$ cat src/pfch_map.vh
`ifndef PFCH_MAP_VH
`define PFCH_MAP_VH

// function codes carried in the byte after the transaction number
`define PFCH_FNC_WRNG_WR 8'h00
`define PFCH_FNC_WRNG_RD 8'h01
`define PFCH_FNC_FILE_WR 8'h03
`define PFCH_FNC_FILE_RD 8'h04
`define PFCH_FNC_DL_REQ 8'h05
`define PFCH_FNC_UL_REQ 8'h06
`define PFCH_FNC_SHUTDN 8'h07
`define PFCH_FNC_PHYS_WR 8'h08
`define PFCH_FNC_PHYS_RD 8'h09
`define PFCH_FNC_RESTART 8'h0A

// byte positions of the fixed command header
`define PFCH_POS_DST 4'h0
`define PFCH_POS_SRC 4'h1
`define PFCH_POS_CMD 4'h2
`define PFCH_POS_TNS_LO 4'h4
`define PFCH_POS_TNS_HI 4'h5
`define PFCH_POS_FNC 4'h6
`define PFCH_POS_PARAM 4'h7

// parameter slots after the function code
`define PFCH_PRM_WF 2'h0
`define PFCH_PRM_ADDR_LO 2'h1
`define PFCH_PRM_ADDR_HI 2'h2
`define PFCH_PRM_SIZE 2'h3

// reply fields
`define PFCH_REPLY_BIT 8'h40
`define PFCH_STS_OK 8'h00
`define PFCH_STS_EXT 8'hF0
`define PFCH_REPLY_EXT_POS 3'h6
`define PFCH_REPLY_HDR_LAST 3'h5

// extended status codes, zero means success
`define PFCH_EXT_NONE 8'h00
`define PFCH_EXT_BAD_FNC 8'h01
`define PFCH_EXT_PRIV 8'h02
`define PFCH_EXT_SEQ 8'h03
`define PFCH_EXT_ADDR 8'h04
`define PFCH_EXT_SIZE 8'h05
`define PFCH_EXT_FORMAT 8'h06

// read limit per reply packet, bytes
`define PFCH_MAX_READ 8'hF4

// privilege kinds
`define PFCH_PRIV_NONE 2'h0
`define PFCH_PRIV_UP 2'h1
`define PFCH_PRIV_DN 2'h2

// memory space selects
`define PFCH_SPACE_WORD 2'h0
`define PFCH_SPACE_FILE 2'h1
`define PFCH_SPACE_PHYS 2'h2

// reply buffer shape
`define PFCH_FIFO_WIDTH 9
`define PFCH_FIFO_DEPTH 4

`endif

$ cat src/pfch_fifo.v
`timescale 1ns/1ns
module pfch_fifo #(
  parameter WIDTH = 9,
  parameter DEPTH = 4
) (
  // clock and reset
  input wire clk,
  input wire rst_n,
  // fill side
  input wire in_valid,
  input wire [WIDTH-1:0] in_data,
  output wire in_ready,
  // drain side
  output reg out_valid,
  output wire [WIDTH-1:0] out_data,
  input wire out_ready
);
  // head sits in slot 0 so the drain side reads a flip-flop directly
  reg [WIDTH-1:0] slot [0:DEPTH-1];
  reg [3:0] count;
  wire push;
  wire pop;
  reg [3:0] next_count;
  integer i;

  assign in_ready = (count != DEPTH[3:0]);
  assign out_data = slot[0];
  assign push = in_valid & in_ready;
  assign pop = out_valid & out_ready;

  always @* begin
    next_count = count;
    if (push & ~pop)
      next_count = count + 4'h1;
    else if (pop & ~push)
      next_count = count - 4'h1;
  end

  always @(posedge clk or negedge rst_n) begin
    if (!rst_n) begin
      count <= 4'h0;
      out_valid <= 1'b0;
      for (i = 0; i < DEPTH; i = i + 1)
        slot[i] <= {WIDTH{1'b0}};
    end else begin
      count <= next_count;
      out_valid <= (next_count != 4'h0);
      for (i = 0; i < DEPTH; i = i + 1) begin
        if (pop && i < DEPTH - 1)
          slot[i] <= slot[i+1];
        if (push && i == (pop ? count - 4'h1 : count))
          slot[i] <= in_data;
      end
    end
  end
endmodule // pfch_fifo

$ cat src/pfch_main.v
`timescale 1ns/1ns
`include "pfch_map.vh"
// Notes on behaviour
// - function 4 reads a file of words
// - function 3 writes a file of words
// - read reply carries data, 244 bytes max
// - error reply ends in optional extended status
// - function 9 reads physical memory for upload
// - physical access only after own shutdown
// - function 8 writes physical memory for download
// - restart 10 revokes privileges, restarts controller
// - shutdown 7: download halts, upload freezes
// - upload 6 denied if another holds upload
// - function 1 reads a word range
// - function 0 writes a word range
// - word address must fall inside a file
// - download 5 denied if another holds download
// - extended status only with status F0
// - word/file flag zero means word symbol
module pfch_main (
  // clock and reset
  input wire clk,
  input wire rst_n,
  // command byte stream from the link
  input wire cmd_valid,
  input wire [7:0] cmd_data,
  input wire cmd_last,
  output reg cmd_ready,
  // reply byte stream to the link
  output wire rep_valid,
  output wire [7:0] rep_data,
  output wire rep_last,
  input wire rep_ready,
  // controller memory access
  output reg mem_req,
  output reg mem_we,
  output reg [1:0] mem_space,
  output reg [15:0] mem_addr,
  output reg [7:0] mem_wdata,
  input wire [7:0] mem_rdata,
  input wire mem_ack,
  input wire mem_err,
  // controller control pulses and privilege state
  output reg ctl_shutdown,
  output reg ctl_freeze,
  output reg ctl_restart,
  output reg [1:0] priv_held,
  output reg [7:0] priv_station
);
  localparam S_HDR = 3'h0;
  localparam S_EXEC = 3'h1;
  localparam S_DRAIN = 3'h2;
  localparam S_WR = 3'h3;
  localparam S_WACK = 3'h4;
  localparam S_RWAIT = 3'h5;
  localparam S_TX = 3'h6;
  localparam S_RDATA = 3'h7;

  reg [2:0] state;
  reg [3:0] idx;
  reg [7:0] dst;
  reg [7:0] src;
  reg [7:0] cmd;
  reg [7:0] tns_lo;
  reg [7:0] tns_hi;
  reg [7:0] function_code;
  reg [7:0] wf;
  reg [15:0] addr;
  reg [7:0] size;
  reg [7:0] ext;
  reg [7:0] cnt;
  reg [7:0] rbyte;
  reg got_last;
  reg rd_mode;
  reg shut_done;
  reg [7:0] tx_byte;
  reg tx_last;
  wire push_valid;
  wire push_ready;
  wire [3:0] pidx;
  wire [1:0] slot;
  wire hdr_done;
  wire owner;
  wire reading;

  // parameter bytes that follow the function code
  function [3:0] nparam;
    input [7:0] f;
    begin
      case (f)
        `PFCH_FNC_WRNG_WR, `PFCH_FNC_FILE_WR: nparam = 4'h3;
        `PFCH_FNC_WRNG_RD, `PFCH_FNC_FILE_RD: nparam = 4'h4;
        `PFCH_FNC_PHYS_WR: nparam = 4'h2;
        `PFCH_FNC_PHYS_RD: nparam = 4'h3;
        default: nparam = 4'h0;
      endcase
    end
  endfunction

  function is_phys;
    input [7:0] f;
    begin
      is_phys = (f == `PFCH_FNC_PHYS_WR) || (f == `PFCH_FNC_PHYS_RD);
    end
  endfunction

  // physical commands have no word/file flag, so their slots shift by one
  assign pidx = idx - `PFCH_POS_PARAM;
  assign slot = is_phys(function_code) ? pidx[1:0] + 2'h1 : pidx[1:0];
  assign hdr_done = (idx == `PFCH_POS_FNC) ? (nparam(cmd_data) == 4'h0) :
                    ((idx > `PFCH_POS_FNC) && (pidx == nparam(function_code) - 4'h1));
  assign owner = (priv_held != `PFCH_PRIV_NONE) && (priv_station == src);
  assign reading = rd_mode && (ext == `PFCH_EXT_NONE);

  // reply byte selection
  always @* begin
    tx_byte = rbyte;
    tx_last = (cnt == 8'h01);
    if (state == S_TX) begin
      tx_last = (idx[2:0] == `PFCH_REPLY_EXT_POS) ||
                ((idx[2:0] == `PFCH_REPLY_HDR_LAST) && !rd_mode &&
                 (ext == `PFCH_EXT_NONE));
      case (idx[2:0])
        3'h0: tx_byte = src;
        3'h1: tx_byte = dst;
        3'h2: tx_byte = cmd | `PFCH_REPLY_BIT;
        3'h3: tx_byte = (ext != `PFCH_EXT_NONE) ? `PFCH_STS_EXT : `PFCH_STS_OK;
        3'h4: tx_byte = tns_lo;
        3'h5: tx_byte = tns_hi;
        default: tx_byte = ext;
      endcase
    end
  end

  assign push_valid = (state == S_TX) || (state == S_RDATA);

  // reply buffer back-pressure stalls transmit and read states
  pfch_fifo #(
    .WIDTH(`PFCH_FIFO_WIDTH),
    .DEPTH(`PFCH_FIFO_DEPTH)
  ) u_fifo (
    .clk(clk),
    .rst_n(rst_n),
    .in_valid(push_valid),
    .in_data({tx_last, tx_byte}),
    .in_ready(push_ready),
    .out_valid(rep_valid),
    .out_data({rep_last, rep_data}),
    .out_ready(rep_ready)
  );

  always @(posedge clk or negedge rst_n) begin
    if (!rst_n) begin
      state <= S_HDR;
      idx <= 4'h0;
      cmd_ready <= 1'b1;
      dst <= 8'h00;
      src <= 8'h00;
      cmd <= 8'h00;
      tns_lo <= 8'h00;
      tns_hi <= 8'h00;
      function_code <= 8'h00;
      wf <= 8'h00;
      addr <= 16'h0000;
      size <= 8'h00;
      ext <= `PFCH_EXT_NONE;
      cnt <= 8'h00;
      rbyte <= 8'h00;
      got_last <= 1'b0;
      rd_mode <= 1'b0;
      shut_done <= 1'b0;
      mem_req <= 1'b0;
      mem_we <= 1'b0;
      mem_space <= `PFCH_SPACE_WORD;
      mem_addr <= 16'h0000;
      mem_wdata <= 8'h00;
      ctl_shutdown <= 1'b0;
      ctl_freeze <= 1'b0;
      ctl_restart <= 1'b0;
      priv_held <= `PFCH_PRIV_NONE;
      priv_station <= 8'h00;
    end else begin
      mem_req <= 1'b0;
      ctl_shutdown <= 1'b0;
      ctl_freeze <= 1'b0;
      ctl_restart <= 1'b0;
      case (state)
        S_HDR: begin
          if (cmd_valid) begin
            idx <= idx + 4'h1;
            case (idx)
              `PFCH_POS_DST: dst <= cmd_data;
              `PFCH_POS_SRC: src <= cmd_data;
              `PFCH_POS_CMD: cmd <= cmd_data;
              `PFCH_POS_TNS_LO: tns_lo <= cmd_data;
              `PFCH_POS_TNS_HI: tns_hi <= cmd_data;
              `PFCH_POS_FNC: function_code <= cmd_data;
              default: begin
                case (slot)
                  `PFCH_PRM_WF: wf <= cmd_data;
                  `PFCH_PRM_ADDR_LO: addr[7:0] <= cmd_data;
                  `PFCH_PRM_ADDR_HI: addr[15:8] <= cmd_data;
                  default: size <= cmd_data;
                endcase
              end
            endcase
            if (idx == `PFCH_POS_DST) begin
              ext <= `PFCH_EXT_NONE;
              rd_mode <= 1'b0;
              wf <= 8'h00;
              size <= 8'h00;
            end
            if (hdr_done || cmd_last) begin
              got_last <= cmd_last;
              cmd_ready <= 1'b0;
              state <= S_EXEC;
              if (!hdr_done)
                ext <= `PFCH_EXT_FORMAT;
            end
          end
        end
        S_EXEC: begin
          idx <= 4'h0;
          mem_addr <= addr;
          mem_space <= is_phys(function_code) ? `PFCH_SPACE_PHYS :
                       ((wf != 8'h00) ? `PFCH_SPACE_FILE : `PFCH_SPACE_WORD);
          mem_we <= 1'b0;
          cnt <= size;
          if (ext == `PFCH_EXT_NONE) begin
            case (function_code)
              `PFCH_FNC_WRNG_RD, `PFCH_FNC_FILE_RD, `PFCH_FNC_PHYS_RD: begin
                if (function_code == `PFCH_FNC_FILE_RD && wf == 8'h00)
                  ext <= `PFCH_EXT_ADDR;
                else if (function_code == `PFCH_FNC_PHYS_RD && !(owner && shut_done))
                  ext <= `PFCH_EXT_SEQ;
                else if (size == 8'h00 || size > `PFCH_MAX_READ)
                  ext <= `PFCH_EXT_SIZE;
                else
                  rd_mode <= 1'b1;
              end
              `PFCH_FNC_WRNG_WR, `PFCH_FNC_FILE_WR, `PFCH_FNC_PHYS_WR: begin
                if (function_code == `PFCH_FNC_FILE_WR && wf == 8'h00)
                  ext <= `PFCH_EXT_ADDR;
                else if (function_code == `PFCH_FNC_PHYS_WR && !(owner && shut_done))
                  ext <= `PFCH_EXT_SEQ;
                else if (got_last)
                  ext <= `PFCH_EXT_FORMAT;
              end
              `PFCH_FNC_DL_REQ, `PFCH_FNC_UL_REQ: begin
                // one holder at a time; a second station is denied
                if (priv_held != `PFCH_PRIV_NONE && priv_station != src)
                  ext <= `PFCH_EXT_PRIV;
                else begin
                  priv_station <= src;
                  shut_done <= 1'b0;
                  priv_held <= (function_code == `PFCH_FNC_DL_REQ) ? `PFCH_PRIV_DN :
                               `PFCH_PRIV_UP;
                end
              end
              `PFCH_FNC_SHUTDN: begin
                if (!owner)
                  ext <= `PFCH_EXT_SEQ;
                else begin
                  shut_done <= 1'b1;
                  ctl_shutdown <= (priv_held == `PFCH_PRIV_DN);
                  ctl_freeze <= (priv_held == `PFCH_PRIV_UP);
                end
              end
              `PFCH_FNC_RESTART: begin
                if (!(owner && shut_done))
                  ext <= `PFCH_EXT_SEQ;
                else begin
                  priv_held <= `PFCH_PRIV_NONE;
                  shut_done <= 1'b0;
                  ctl_restart <= 1'b1;
                end
              end
              default: ext <= `PFCH_EXT_BAD_FNC;
            endcase
            // write data is taken after the header on every write command that did not end there
            if ((function_code == `PFCH_FNC_WRNG_WR || function_code == `PFCH_FNC_FILE_WR ||
                 function_code == `PFCH_FNC_PHYS_WR) && !got_last) begin
              state <= S_WR;
              cmd_ready <= 1'b1;
            end else if (!got_last) begin
              state <= S_DRAIN;
              cmd_ready <= 1'b1;
            end else if ((function_code == `PFCH_FNC_WRNG_RD || function_code == `PFCH_FNC_FILE_RD ||
                          function_code == `PFCH_FNC_PHYS_RD) && size != 8'h00 &&
                         size <= `PFCH_MAX_READ &&
                         !(function_code == `PFCH_FNC_FILE_RD && wf == 8'h00) &&
                         !(function_code == `PFCH_FNC_PHYS_RD && !(owner && shut_done))) begin
              mem_req <= 1'b1;
              state <= S_RWAIT;
            end else
              state <= S_TX;
          end else if (!got_last) begin
            state <= S_DRAIN;
            cmd_ready <= 1'b1;
          end else
            state <= S_TX;
        end
        S_DRAIN: begin
          // stray bytes are discarded so the next packet starts aligned
          if (cmd_valid && cmd_last) begin
            cmd_ready <= 1'b0;
            if (reading) begin
              mem_req <= 1'b1;
              state <= S_RWAIT;
            end else
              state <= S_TX;
          end
        end
        S_WR: begin
          if (cmd_valid) begin
            got_last <= cmd_last;
            cmd_ready <= 1'b0;
            if (ext == `PFCH_EXT_NONE) begin
              mem_req <= 1'b1;
              mem_we <= 1'b1;
              mem_wdata <= cmd_data;
              state <= S_WACK;
            end else if (cmd_last)
              state <= S_TX;
            else
              cmd_ready <= 1'b1;
          end
        end
        S_WACK: begin
          if (mem_ack) begin
            mem_we <= 1'b0;
            mem_addr <= mem_addr + 16'h0001;
            if (mem_err)
              ext <= `PFCH_EXT_ADDR;
            if (got_last)
              state <= S_TX;
            else begin
              state <= S_WR;
              cmd_ready <= 1'b1;
            end
          end
        end
        S_RWAIT: begin
          if (mem_ack) begin
            rbyte <= mem_rdata;
            mem_addr <= mem_addr + 16'h0001;
            if (idx == 4'h0) begin
              // only the first byte can still turn into an error reply
              if (mem_err) begin
                ext <= `PFCH_EXT_ADDR;
                rd_mode <= 1'b0;
              end
              state <= S_TX;
            end else
              state <= S_RDATA;
          end
        end
        S_TX: begin
          if (push_ready) begin
            idx <= idx + 4'h1;
            if (tx_last) begin
              idx <= 4'h0;
              state <= S_HDR;
              cmd_ready <= 1'b1;
            end else if (idx[2:0] == `PFCH_REPLY_HDR_LAST && reading) begin
              idx <= 4'h8;
              state <= S_RDATA;
            end
          end
        end
        S_RDATA: begin
          if (push_ready) begin
            cnt <= cnt - 8'h01;
            if (cnt == 8'h01) begin
              idx <= 4'h0;
              rd_mode <= 1'b0;
              state <= S_HDR;
              cmd_ready <= 1'b1;
            end else begin
              mem_req <= 1'b1;
              state <= S_RWAIT;
            end
          end
        end
        default: begin
          state <= S_HDR;
          idx <= 4'h0;
          cmd_ready <= 1'b1;
        end
      endcase
    end
  end
endmodule // pfch_main

$ cat config.mk
export PLATFORM = sky130hd
export DESIGN_NAME = pfch_main
export DESIGN_NICKNAME = d
export VERILOG_FILES = /design/src/pfch_fifo.v /design/src/pfch_main.v
export VERILOG_INCLUDE_DIRS = /design/src /design/src/src
export SDC_FILE = /design/constraint.sdc
export NUM_CORES = 1
export LEC_CHECK = 0
export BUFFER_PORTS_ARGS = -buffer_cell sky130_fd_sc_hd__buf_2
export CAP_MARGIN = 20
export CORE_MARGIN = 5
export CORE_UTILIZATION = 40
export DETAILED_ROUTE_END_ITERATION = 6
export PLACE_DENSITY = 0.66
export SLEW_MARGIN = 15
export SYNTH_ARGS = -nofsm -noshare
export SYNTH_HDL_FRONTEND = slang
export SYNTH_HIERARCHICAL = 1
export SYNTH_SLANG_ARGS = --single-unit
$ cat constraint.sdc
create_clock -name clk -period 3.4 [get_ports clk]
set_clock_uncertainty 0.15 [all_clocks]
set_input_delay 0.17 -clock clk [delete_from_list [all_inputs] [get_ports clk]]
set_output_delay 0.17 -clock clk [all_outputs]
set_load 0.005 [all_outputs]
### Word-level counts from Yosys, hierarchy flattened

Index checks and enable logic that the tools add are counted.

* $mul: 0
* eq/ne operators: 76
* shift-type cells: 0
* bitwise operators: 8
* muxes and demuxes: 145
* order comparisons: 3
* reductions and logical operators: 101
* div/mod/pow operators: 0
* add/sub/neg operators: 9

Operator list (number)
* $mux W8: 27
* $eq A2 B32 Y1 const A: 2
* $mux W1: 61
* $mux W3: 18
* $mux W9: 6
* $pmux W8 S6: 1
* $eq A8 B3 Y1 const B: 5
* $eq A8 B4 Y1 const B: 5
* $logic_not A8 Y1: 5
* $pmux W8 S5: 1
* $ne A2 B2 Y1 const B: 19
* $eq A1 B32 Y1 const A: 1
* $logic_not A32 Y1: 1
* $mux W32: 1
* $mux W4: 8
* $pmux W16 S2: 1
* $pmux W8 S4: 1
* $reduce_and A4 Y1: 7
* $eq A8 B1 Y1 const B: 3
* $pmux W3 S8: 1
* $reduce_bool A8 Y1: 3
* $logic_and A1 B1 Y1: 22
* $eq A3 B3 Y1 const B: 7
* $reduce_and A3 Y1: 7
* other kinds (57): 129

* memory bits (writable): 0
* memories kept: 0
* ROM bits: 0
* latch bits: 0
* bits in registers: 197
* output and inout bits: 52
* logic and storage cells: 377
* input bits: 23

### Depth between registers and ports, before layout

Gate-level depths: netlist of run 1.

* depth after elaboration: 12
* depth in mapped cells: 13

### Modules after synthesis

The synthesis of run 1 kept the hierarchy.

Modules (own cells, without submodules)
* pfch_main: times used 1, area each 8380.5 µm², cells each 820
* pfch_fifo: times used 1, area each 2249.7 µm², cells each 231

### Worst setup path before layout of run 1

No wires, ideal clock.

* path type: reg-to-reg
* from: register function_code[5]
* to: register state[0]
* path slack: 0.228 ns
* data required time: 3.122 ns
* arrival time: 2.894 ns
* setup time: 0.128 ns
* cell stages (with the launch flop): 12
* path through: dfrtp_1 > or4_4 > buf_6 > nor2_2 > nand2_1 > ha_1 > xnor2_1 > o41ai_4 > a221oi_2 > a31oi_4 > a31oi_1 > mux2_1

* word-level cells in the longest chain between the ends: 12
* elaborated cells between the ends (all ways): 34
* those cells by class: add/sub (1); eq/ne (7); mux (7); reduce/logical (19)

RTL lines
* from (decl): line pfch_main.v:66 `reg [7:0] function_code;`
* from (signal assigned): line pfch_main.v:197 `` `PFCH_POS_FNC: function_code <= cmd_data; ``
* branches (longest 12 deep; another with $sub A4 B1 Y4)
* to (signal assigned): line pfch_main.v:283 `state <= S_WR;`
* to (signal assigned): line pfch_main.v:286 `state <= S_DRAIN;`
* to (signal assigned): line pfch_main.v:294 `state <= S_RWAIT;`
* to (decl): line pfch_main.v:59 `reg [2:0] state;`

Several ways; the timed one is not identified.
A chain may end at the register's enable or synchronous reset.

### Final worst setup path of run 1

Ends and elaborated chain as after synthesis.

==> summary.txt, run 1 <==
Run status
  • Outcome: completed

Die
  • Initial core utilization: 0.407
  • Die Wd: around 170 µm
  • Die area: ~30000 µm²
  • Die height: 173 µm
  • I/O pins: 75
  • # rows: slightly below 60
  • Core Footprint: between 20000 and 30000 µm²

Clocking
  • CTS buffer count: 17
  • CTS tree: built
  • Clk slew on worst S/H paths: around 0.070 ns
  • Worst-Skew Late Latency: around 0.44 ns
  • Postcts setup bufs: 0
  • CTS max path bufs: 2
  • CTS Sinks: roughly 200
  • CTS H-tree depth: 4
  • Root buf cell: clkbuf_16

Place
  • Pre-CTS WS: ~0.19 ns
  • Placed cell count: 1427
  • Detailed-placement wirelength estimate: 19.2 mm
  • Port bufs: 74
  • GP Congestion: ~0.86

Yosys
  • Top FF cell, synth: dfrtp_1
  • Ys Warns: 6
  • Avg Inst Size Synth: 10.1 µm²
  • Synth Instances: 1051
  • Seq/Total Area, Yosys: 0.462
  • Syn Std Cell Area: about 11000 µm²
  • Net Count, Synth: around 1100
  • Synth async-reset ratio: 1.00
  • Flops & latches, synth: 196
  • Post-synth EDFFs: 0
  • Distinct cells, synth: 82

Cells and area
  • Layout cells sized above 1: 0.270
  • Layout Area Growth over Synthesis: 13.1%
  • Total Nets Final: about 1200
  • Fin cells: 1469
  • Layout Utilization: 0.460

Routing
  • DR pass1 iterations: 5
  • Routed WL: between 20 and 30 mm
  • DRT iter0 DRCs: just under 800
  • Drt drc: 0
  • Vias after detailed routing: about 8300
  • Vias/cell: between 5 and 6
  • Wire length per cell: around 19 µm
  • Final ANT Viol Nets: 0

Critical path
  • Kind of critical path: register to register
  • Critical path arrival: 3.39 ns
  • Required @ worst endpoint: roughly 3.6 ns
  • Worst setup SP type: register
  • CP Cell Sequence: or4_4 > nor2_2 > nand2_1 > ha_1 > xnor2_1 > o41ai_4 > a221oi_2 > a31oi_4 > a31oi_1 > mux2_1
  • Critical Path Slowest Stage Cell: or4_4
  • Max incr delay on CP: between 0.5 and 0.6 ns
  • Critical Path End Type: register
  • Worst-path fanout max: 5

Pwr
  • Static leakage: between 5 and 6 nW
  • Power Density: 890 nW/µm²
  • Max IR drop VDD: just over 0.0004 V
  • Final Power: around 11 mW

Timing
  • Final hold viol count: 0
  • Minimum clock period: 3.22 ns
  • Final Max Tran Viols: 0
  • Setup TNS: 0 ns
  • Worst slew pin tran: roughly 0.86 ns
  • Final worst slack: between 0.15 and 0.2 ns
  • Unrepaired setup endpoints after global routing: false
  • Slew headroom: 0.429
  • Final period utilization: 0.946
  • Max frequency: around 310 MHz
  • Setup violations, final: 0

Global route
  • Vias in the first global route: around 8200
  • Largest net degree at the start of global routing: between 100 and 150
  • First-pass GRT wire length: 45.2 mm
  • Global Route Usage Sum: 0.185
  • Grt ovf: 0
  • Initial antenna violation count: 0

Min path
  • Min-delay worst type: input port to register

Flow run
  • Maximum capacitance violations: 0
==> per-stage QoR <==
stage / hold slack [ns] / instance area, µm²
CTS: 0.0337 / 12000
detailed placement: 0.179 / 11300
finish: 0.0580 / 12000
global route: 0.0793 / 12000
global placement: 0.176 / 11300
floorplan: -0.276 / 10600
==> cells in the mapped netlist (all sizes together) (3+ instances only) <==
cell type,number,area (µm²)
nand4,12,75.1
and3,4,25.0
nor3b,5,37.5
a31oi,12,120
buf,27,198
and2,9,56.3
nand2,174,656
o22ai,17,106
o21a,6,45.0
a22o,7,61.3
or3,6,37.5
dfrtp,195,4880
or2,4,25.0
mux2,144,1620
a21o,4,30.0
a221oi,11,103
xor2,10,87.6
a211oi,3,27.5
xnor2,6,52.6
nor4,16,130
nor3,18,106
o21ai,63,315
a21oi,58,290
or4,9,75.1
a311oi,3,43.8
nor2,55,250
nor2b,15,93.8
o2bb2ai,4,35.0
ha,12,150
inv,19,71.3
mux2i,3,30.0
o31ai,5,47.5
o31a,4,36.3
a222oi,6,60.1
nand2b,7,51.3
nand3,20,105
clkbuf,41,154
o211ai,7,52.6
a22oi,4,30.0
==> kinds of logic (layout without fill, tap and decap cells) <==
logic type	Yosys count	in the layout	share of synthesized area
AOI/OAI and AO/OA	231	231	0.148
xor gates and xnor gates	16	16	0.0132
adders and majority gates	12	12	0.0141
buffers and inverters	89	171	0.0405
DFF	196	196	0.462
muxes	147	147	0.155
other	0	1	0
and+or+nand+nor	360	360	0.167
==> cell usage in the layout (no fill, tap or decap), drive strengths merged, types with 15 or more instances in the layout <==
master	instances
nor4	16
nor2	55
nor2b	15
o21ai	63
clkbuf	20
o22ai	17
a21oi	58
nand2	174
buf	108
dfrtp	195
nand3	20
inv	24
nor3	18
mux2	144
==> critical path, delay by kind of cell (launching register included) <==
kind | cells | cell delay (ns)
AO/OA/AOI/OAI | 4 | 0.84
multiplexers | 1 | 0.35
adder cells (fa/ha/maj) | 1 | 0.29
flip-flops | 1 | 0.42
AND/OR/NAND/NOR | 3 | 0.80
XOR/XNOR | 1 | 0.25
==> power by group <==
group / internal (mW) / switching, mW / total (mW)
clock network: 1.06 / 0.960 / 2.02
logic: 2.05 / 2.71 / 4.77
registers: 3.19 / 0.726 / 3.91
total: 6.30 / 4.40 / 10.7
==> timing repair <==
| item | 4_1_cts | 5_1_grt |
|---|---|---|
| setup endpoints to repair | 0 | 2 |
| endpoints found under the hold margin | 106 | 0 |
| gates resized for setup | 0 | 1 |
| hold buffers | 9 | 0 |
==> layer usage <==
layer  track usage  share of wire  vias up
met1         0.259           0.45     4103
met4        0.0469          0.014        0
met3        0.0393          0.059       24
met5             0              0        -
li1              -              -     3931
met2         0.295           0.47      281
==> final cells by class <==
type	instances	area, µm²
Fill cell	2500	14100
Multi-Input combinational cell	766	5300
Sequential cell	196	4910
Timing Repair Buffer	118	732
Clock buffer	19	443
Tap cell	335	419
Clock inverter	13	141
Inverter	21	78.8
Antenna cell	1	2.50
==> sequential cells by signal (all words and copies together) (netlist names), 8 cells and up <==
signal,count
u_fifo/slot,27
addr,16
mem_addr,16
u_fifo/out_data,9
cnt,8
dst,8
ext,8
function_code,8
mem_wdata,8
priv_station,8
rbyte,8
size,8
src,8
tns_hi,8
tns_lo,8
wf,8
==> worst paths after layout <==
| kind | from | end | slack [ns] | depth (start not counted) |
|---|---|---|---|---|
| worst max register to register | function_code[5] | state[0] | 0.18 | 10 |
| worst min register to register | mem_space[1] | mem_space[1] | 0.33 | 2 |
| worst max-delay path | function_code[5] | state[0] | 0.18 | 10 |
| worst min-delay path | cmd_valid | mem_we | 0.06 | 3 |
| min in group asynchronous | rst_n | u_fifo/out_data[3] | 0.22 | 2 |
| max in group asynchronous | rst_n | addr[4] | 1.87 | 3 |
Note: power is estimated with default switching activity, not from simulation.
==> inputs of run 2 (changes only) <==
CELL_PAD_IN_SITES_DETAIL_PLACEMENT = 0   (was default)
CELL_PAD_IN_SITES_GLOBAL_PLACEMENT = 1   (was default)
PLACE_DENSITY = 0.78   (was 0.66)
==> run 2 against run 1 <==
  * Register-to-register slack about the same
  * Count of clock-buffer cells in the layout did not move
  * First-iteration DRC count decreased by 1.9%
  * Highest routed layer is now met5
  * Via count is 0.67% lower
  * Final area grew 0.67%
  * Total power is 1.9% higher
  * Global-route usage up 0.31 points
  * Flip-flop and latch count unchanged
  * Non-clock buffer count up 6
  * Critical endpoint unchanged
==> summary.txt, run 2 (synthesis gave the netlist of run 1 again) <==
Clocking
  • CTS max path bufs: 2 (unchanged)
  • Root buf cell: clkbuf_16 (unchanged)
  • PostCTS Resize Cnt: 0 (unchanged)
  • CTS H-tree depth: 4 (unchanged)
  • CTS buffer count: 17 (unchanged)
  • Worst-Skew Late Latency: 0.44 ns (about the same)
  • CTS tree: built (unchanged)
  • Clk slew on worst S/H paths: 0.08 ns (was 0.07 ns)
  • CTS Sinks: 196 (unchanged)
  • Hold_buf cts: 9 (unchanged)
  • Postcts setup bufs: 0 (unchanged)

Die
  • Initial core utilization: 0.407 (unchanged)
  • Die Wd: 173 µm (unchanged)
  • Die area: 29900 µm² (unchanged)
  • I/O pins: 75 (unchanged)
  • # rows: 59 (unchanged)
  • Core Footprint: 26100 µm² (unchanged)
  • Die height: 173 µm (unchanged)

Pwr
  • Max IR drop VDD: 0.000385 V (was 0.000408 V)
  • Static leakage: 5.59 nW (was 5.54 nW)
  • Power Density: 900 nW/µm² (was 890 nW/µm²)
  • Logic pwr share: 0.448 (was 0.446)
  • NetSw: 4.45 mW (was 4.40 mW)
  • Int Power: 6.45 mW (was 6.30 mW)
  • Reg power frac: 0.360 (was 0.366)
  • Clock power share: 0.192 (was 0.189)
  • Switching Fraction: 0.408 (was 0.411)

Timing
  • Final period utilization: 0.949 (was 0.946)
  • Max frequency: 310 MHz (was 311 MHz)
  • Final Max Tran Viols: 0 (unchanged)
  • Unrepaired setup endpoints after global routing: false (unchanged)
  • Minimum clock period: 3.23 ns (was 3.22 ns)
  • Setup TNS: 0 ns (unchanged)
  • Worst slew pin tran: 0.803 ns (was 0.857 ns)
  • Slew headroom: 0.465 (was 0.429)
  • Setup violations, final: 0 (unchanged)
  • Final hold viol count: 0 (unchanged)

Cells and area
  • Layout Area Growth over Synthesis: 13.9% (was 13.1%)
  • Commonest non-fill, non-tap cells in the layout: dfrtp_1, nand2_1, mux2_2 (unchanged)
  • Biggest register: u_fifo/slot (unchanged)
  • Multi-input gate area: 5300 µm² (unchanged)
  • Layout Utilization: 0.463 (was 0.460)
  • Filler cell count: 2503 (was 2500)
  • N_diodes: 0 (was 1)
  • Layout cells sized above 1: 0.274 (was 0.270)
  • Most common cell after layout, fill and taps aside: dfrtp_1 (unchanged)
  • Total Nets Final: 1161 (was 1155)
  • Max reg flops: 27 (unchanged)
  • Largest registers in the final layout: u_fifo/slot: 27 flops, addr: 16 flops, mem_addr: 16 flops (unchanged)
  • FF+latch area: 4910 µm² (unchanged)

Routing
  • Vias/cell: 5.62 (was 5.68)
  • Routed WL: 27.9 mm (was 27.6 mm)
  • Drt drc: 0 (unchanged)
  • DRT iter0 DRCs: 774 (was 789)
  • Vias after detailed routing: 8283 (was 8339)
  • DR pass1 iterations: 7 (was 5)
  • Final ANT Viol Nets: 0 (unchanged)
  • Wire length per cell: 18.9 µm (was 18.8 µm)

Place
  • GP Congestion: 0.860 (was 0.864)
  • Detailed-placement wirelength estimate: 19.8 mm (was 19.2 mm)
  • Port bufs: 74 (unchanged)

Global route
  • Global Route Usage Sum: 0.188 (was 0.185)
  • Vias in the first global route: 8364 (was 8169)
  • First-pass GRT wire length: 46.1 mm (was 45.2 mm)
  • Initial antenna violation count: 1 (was 0)
  • Grt ovf: 0 (unchanged)
  • Largest net degree at the start of global routing: 82 (was 103)

Min path
  • Min-delay worst type: input port to register (unchanged)

Critical path
  • Cell family contributing the most delay on the critical path: compound AO/OA/AOI/OAI gates (unchanged)
  • Critical path arrival: 3.40 ns (was 3.39 ns)
  • CP Cell Sequence: or4_4 > nor2_2 > nand2_1 > ha_1 > xnor2_1 > o41ai_4 > a221oi_2 > a31oi_4 > a31oi_1 > mux2_1 (unchanged)
  • Worst setup SP type: register (unchanged)
  • Critical Path Slowest Stage Cell: or4_4 (unchanged)
  • Critical Path End Type: register (unchanged)
  • Required @ worst endpoint: 3.57 ns (about the same)
  • Worst-path fanout max: 5 (unchanged)
  • Kind of critical path: register to register (unchanged)
  • Buffers & Inverters on Critical Path: 0 (unchanged)
  • Max incr delay on CP: 0.55 ns (about the same)

Run status
  • Outcome: completed (unchanged)

Flow run
  • Maximum capacitance violations: 0 (unchanged)
[run 2: area by class of cell]
cell class / count / share of cell area
multi-input cells: 766 / 0.438
flip-flops and latches: 196 / 0.405
repair buffers: 124 / 0.0652
clock buffers: 19 / 0.0366
well taps: 335 / 0.0346
clock inverters: 13 / 0.0137
inverters: 21 / 0.00651
[run 2: per-layer routing]
| metal | vias up | part of all wire | track usage |
|---|---|---|---|
| met1 | 4113 | 0.48 | 0.265 |
| li1 | 3938 | - | - |
| met5 | - | 0.00025 | 0 |
| met2 | 196 | 0.47 | 0.302 |
| met3 | 34 | 0.038 | 0.0330 |
| met4 | 2 | 0.016 | 0.0489 |
[run 2: worst paths after layout]
| path | from | end | cells past startpoint | slack, ns |
|---|---|---|---|---|
| max | function_code[5] | state[0] | 10 | 0.17 |
| min | cmd_data[6] | dst[6] | 2 | 0.08 |
| max reg2reg | function_code[5] | state[0] | 10 | 0.17 |
| min reg2reg | mem_space[1] | mem_space[1] | 2 | 0.34 |
| max in group asynchronous | rst_n | rbyte[7] | 3 | 2.10 |
| min in group asynchronous | rst_n | priv_held[1] | 2 | 0.19 |
[run 2: power by group through the flow]
| stage | combinational [mW] | clock [mW] | sequential [mW] |
|---|---|---|---|
| floorplan | 3.54 | 0 | 3.71 |
| global placement | 4.77 | 0 | 3.94 |
| detailed placement | 4.85 | 0 | 3.97 |
| CTS | 4.88 | 2.14 | 3.93 |
| global route | 5.41 | 2.25 | 4.05 |
| finish | 4.88 | 2.10 | 3.93 |
[run 2: through the flow]
| step | setup WS, ns | hold WS (ns) | std cells | power (mW) | cell area, µm² |
|---|---|---|---|---|---|
| after floorplan | 0.228 | -0.276 | 1051 | 7.26 | 10600 |
| after global placement | 0.243 | 0.123 | 1433 | 8.71 | 11400 |
| after detailed placement | 0.174 | 0.122 | 1433 | 8.82 | 11400 |
| after CTS | 0.174 | 0.0447 | 1474 | 10.9 | 12100 |
| after global routing | 0.0521 | 0.0621 | 1474 | 11.7 | 12100 |
| final | 0.174 | 0.0785 | 1474 | 10.9 | 12100 |
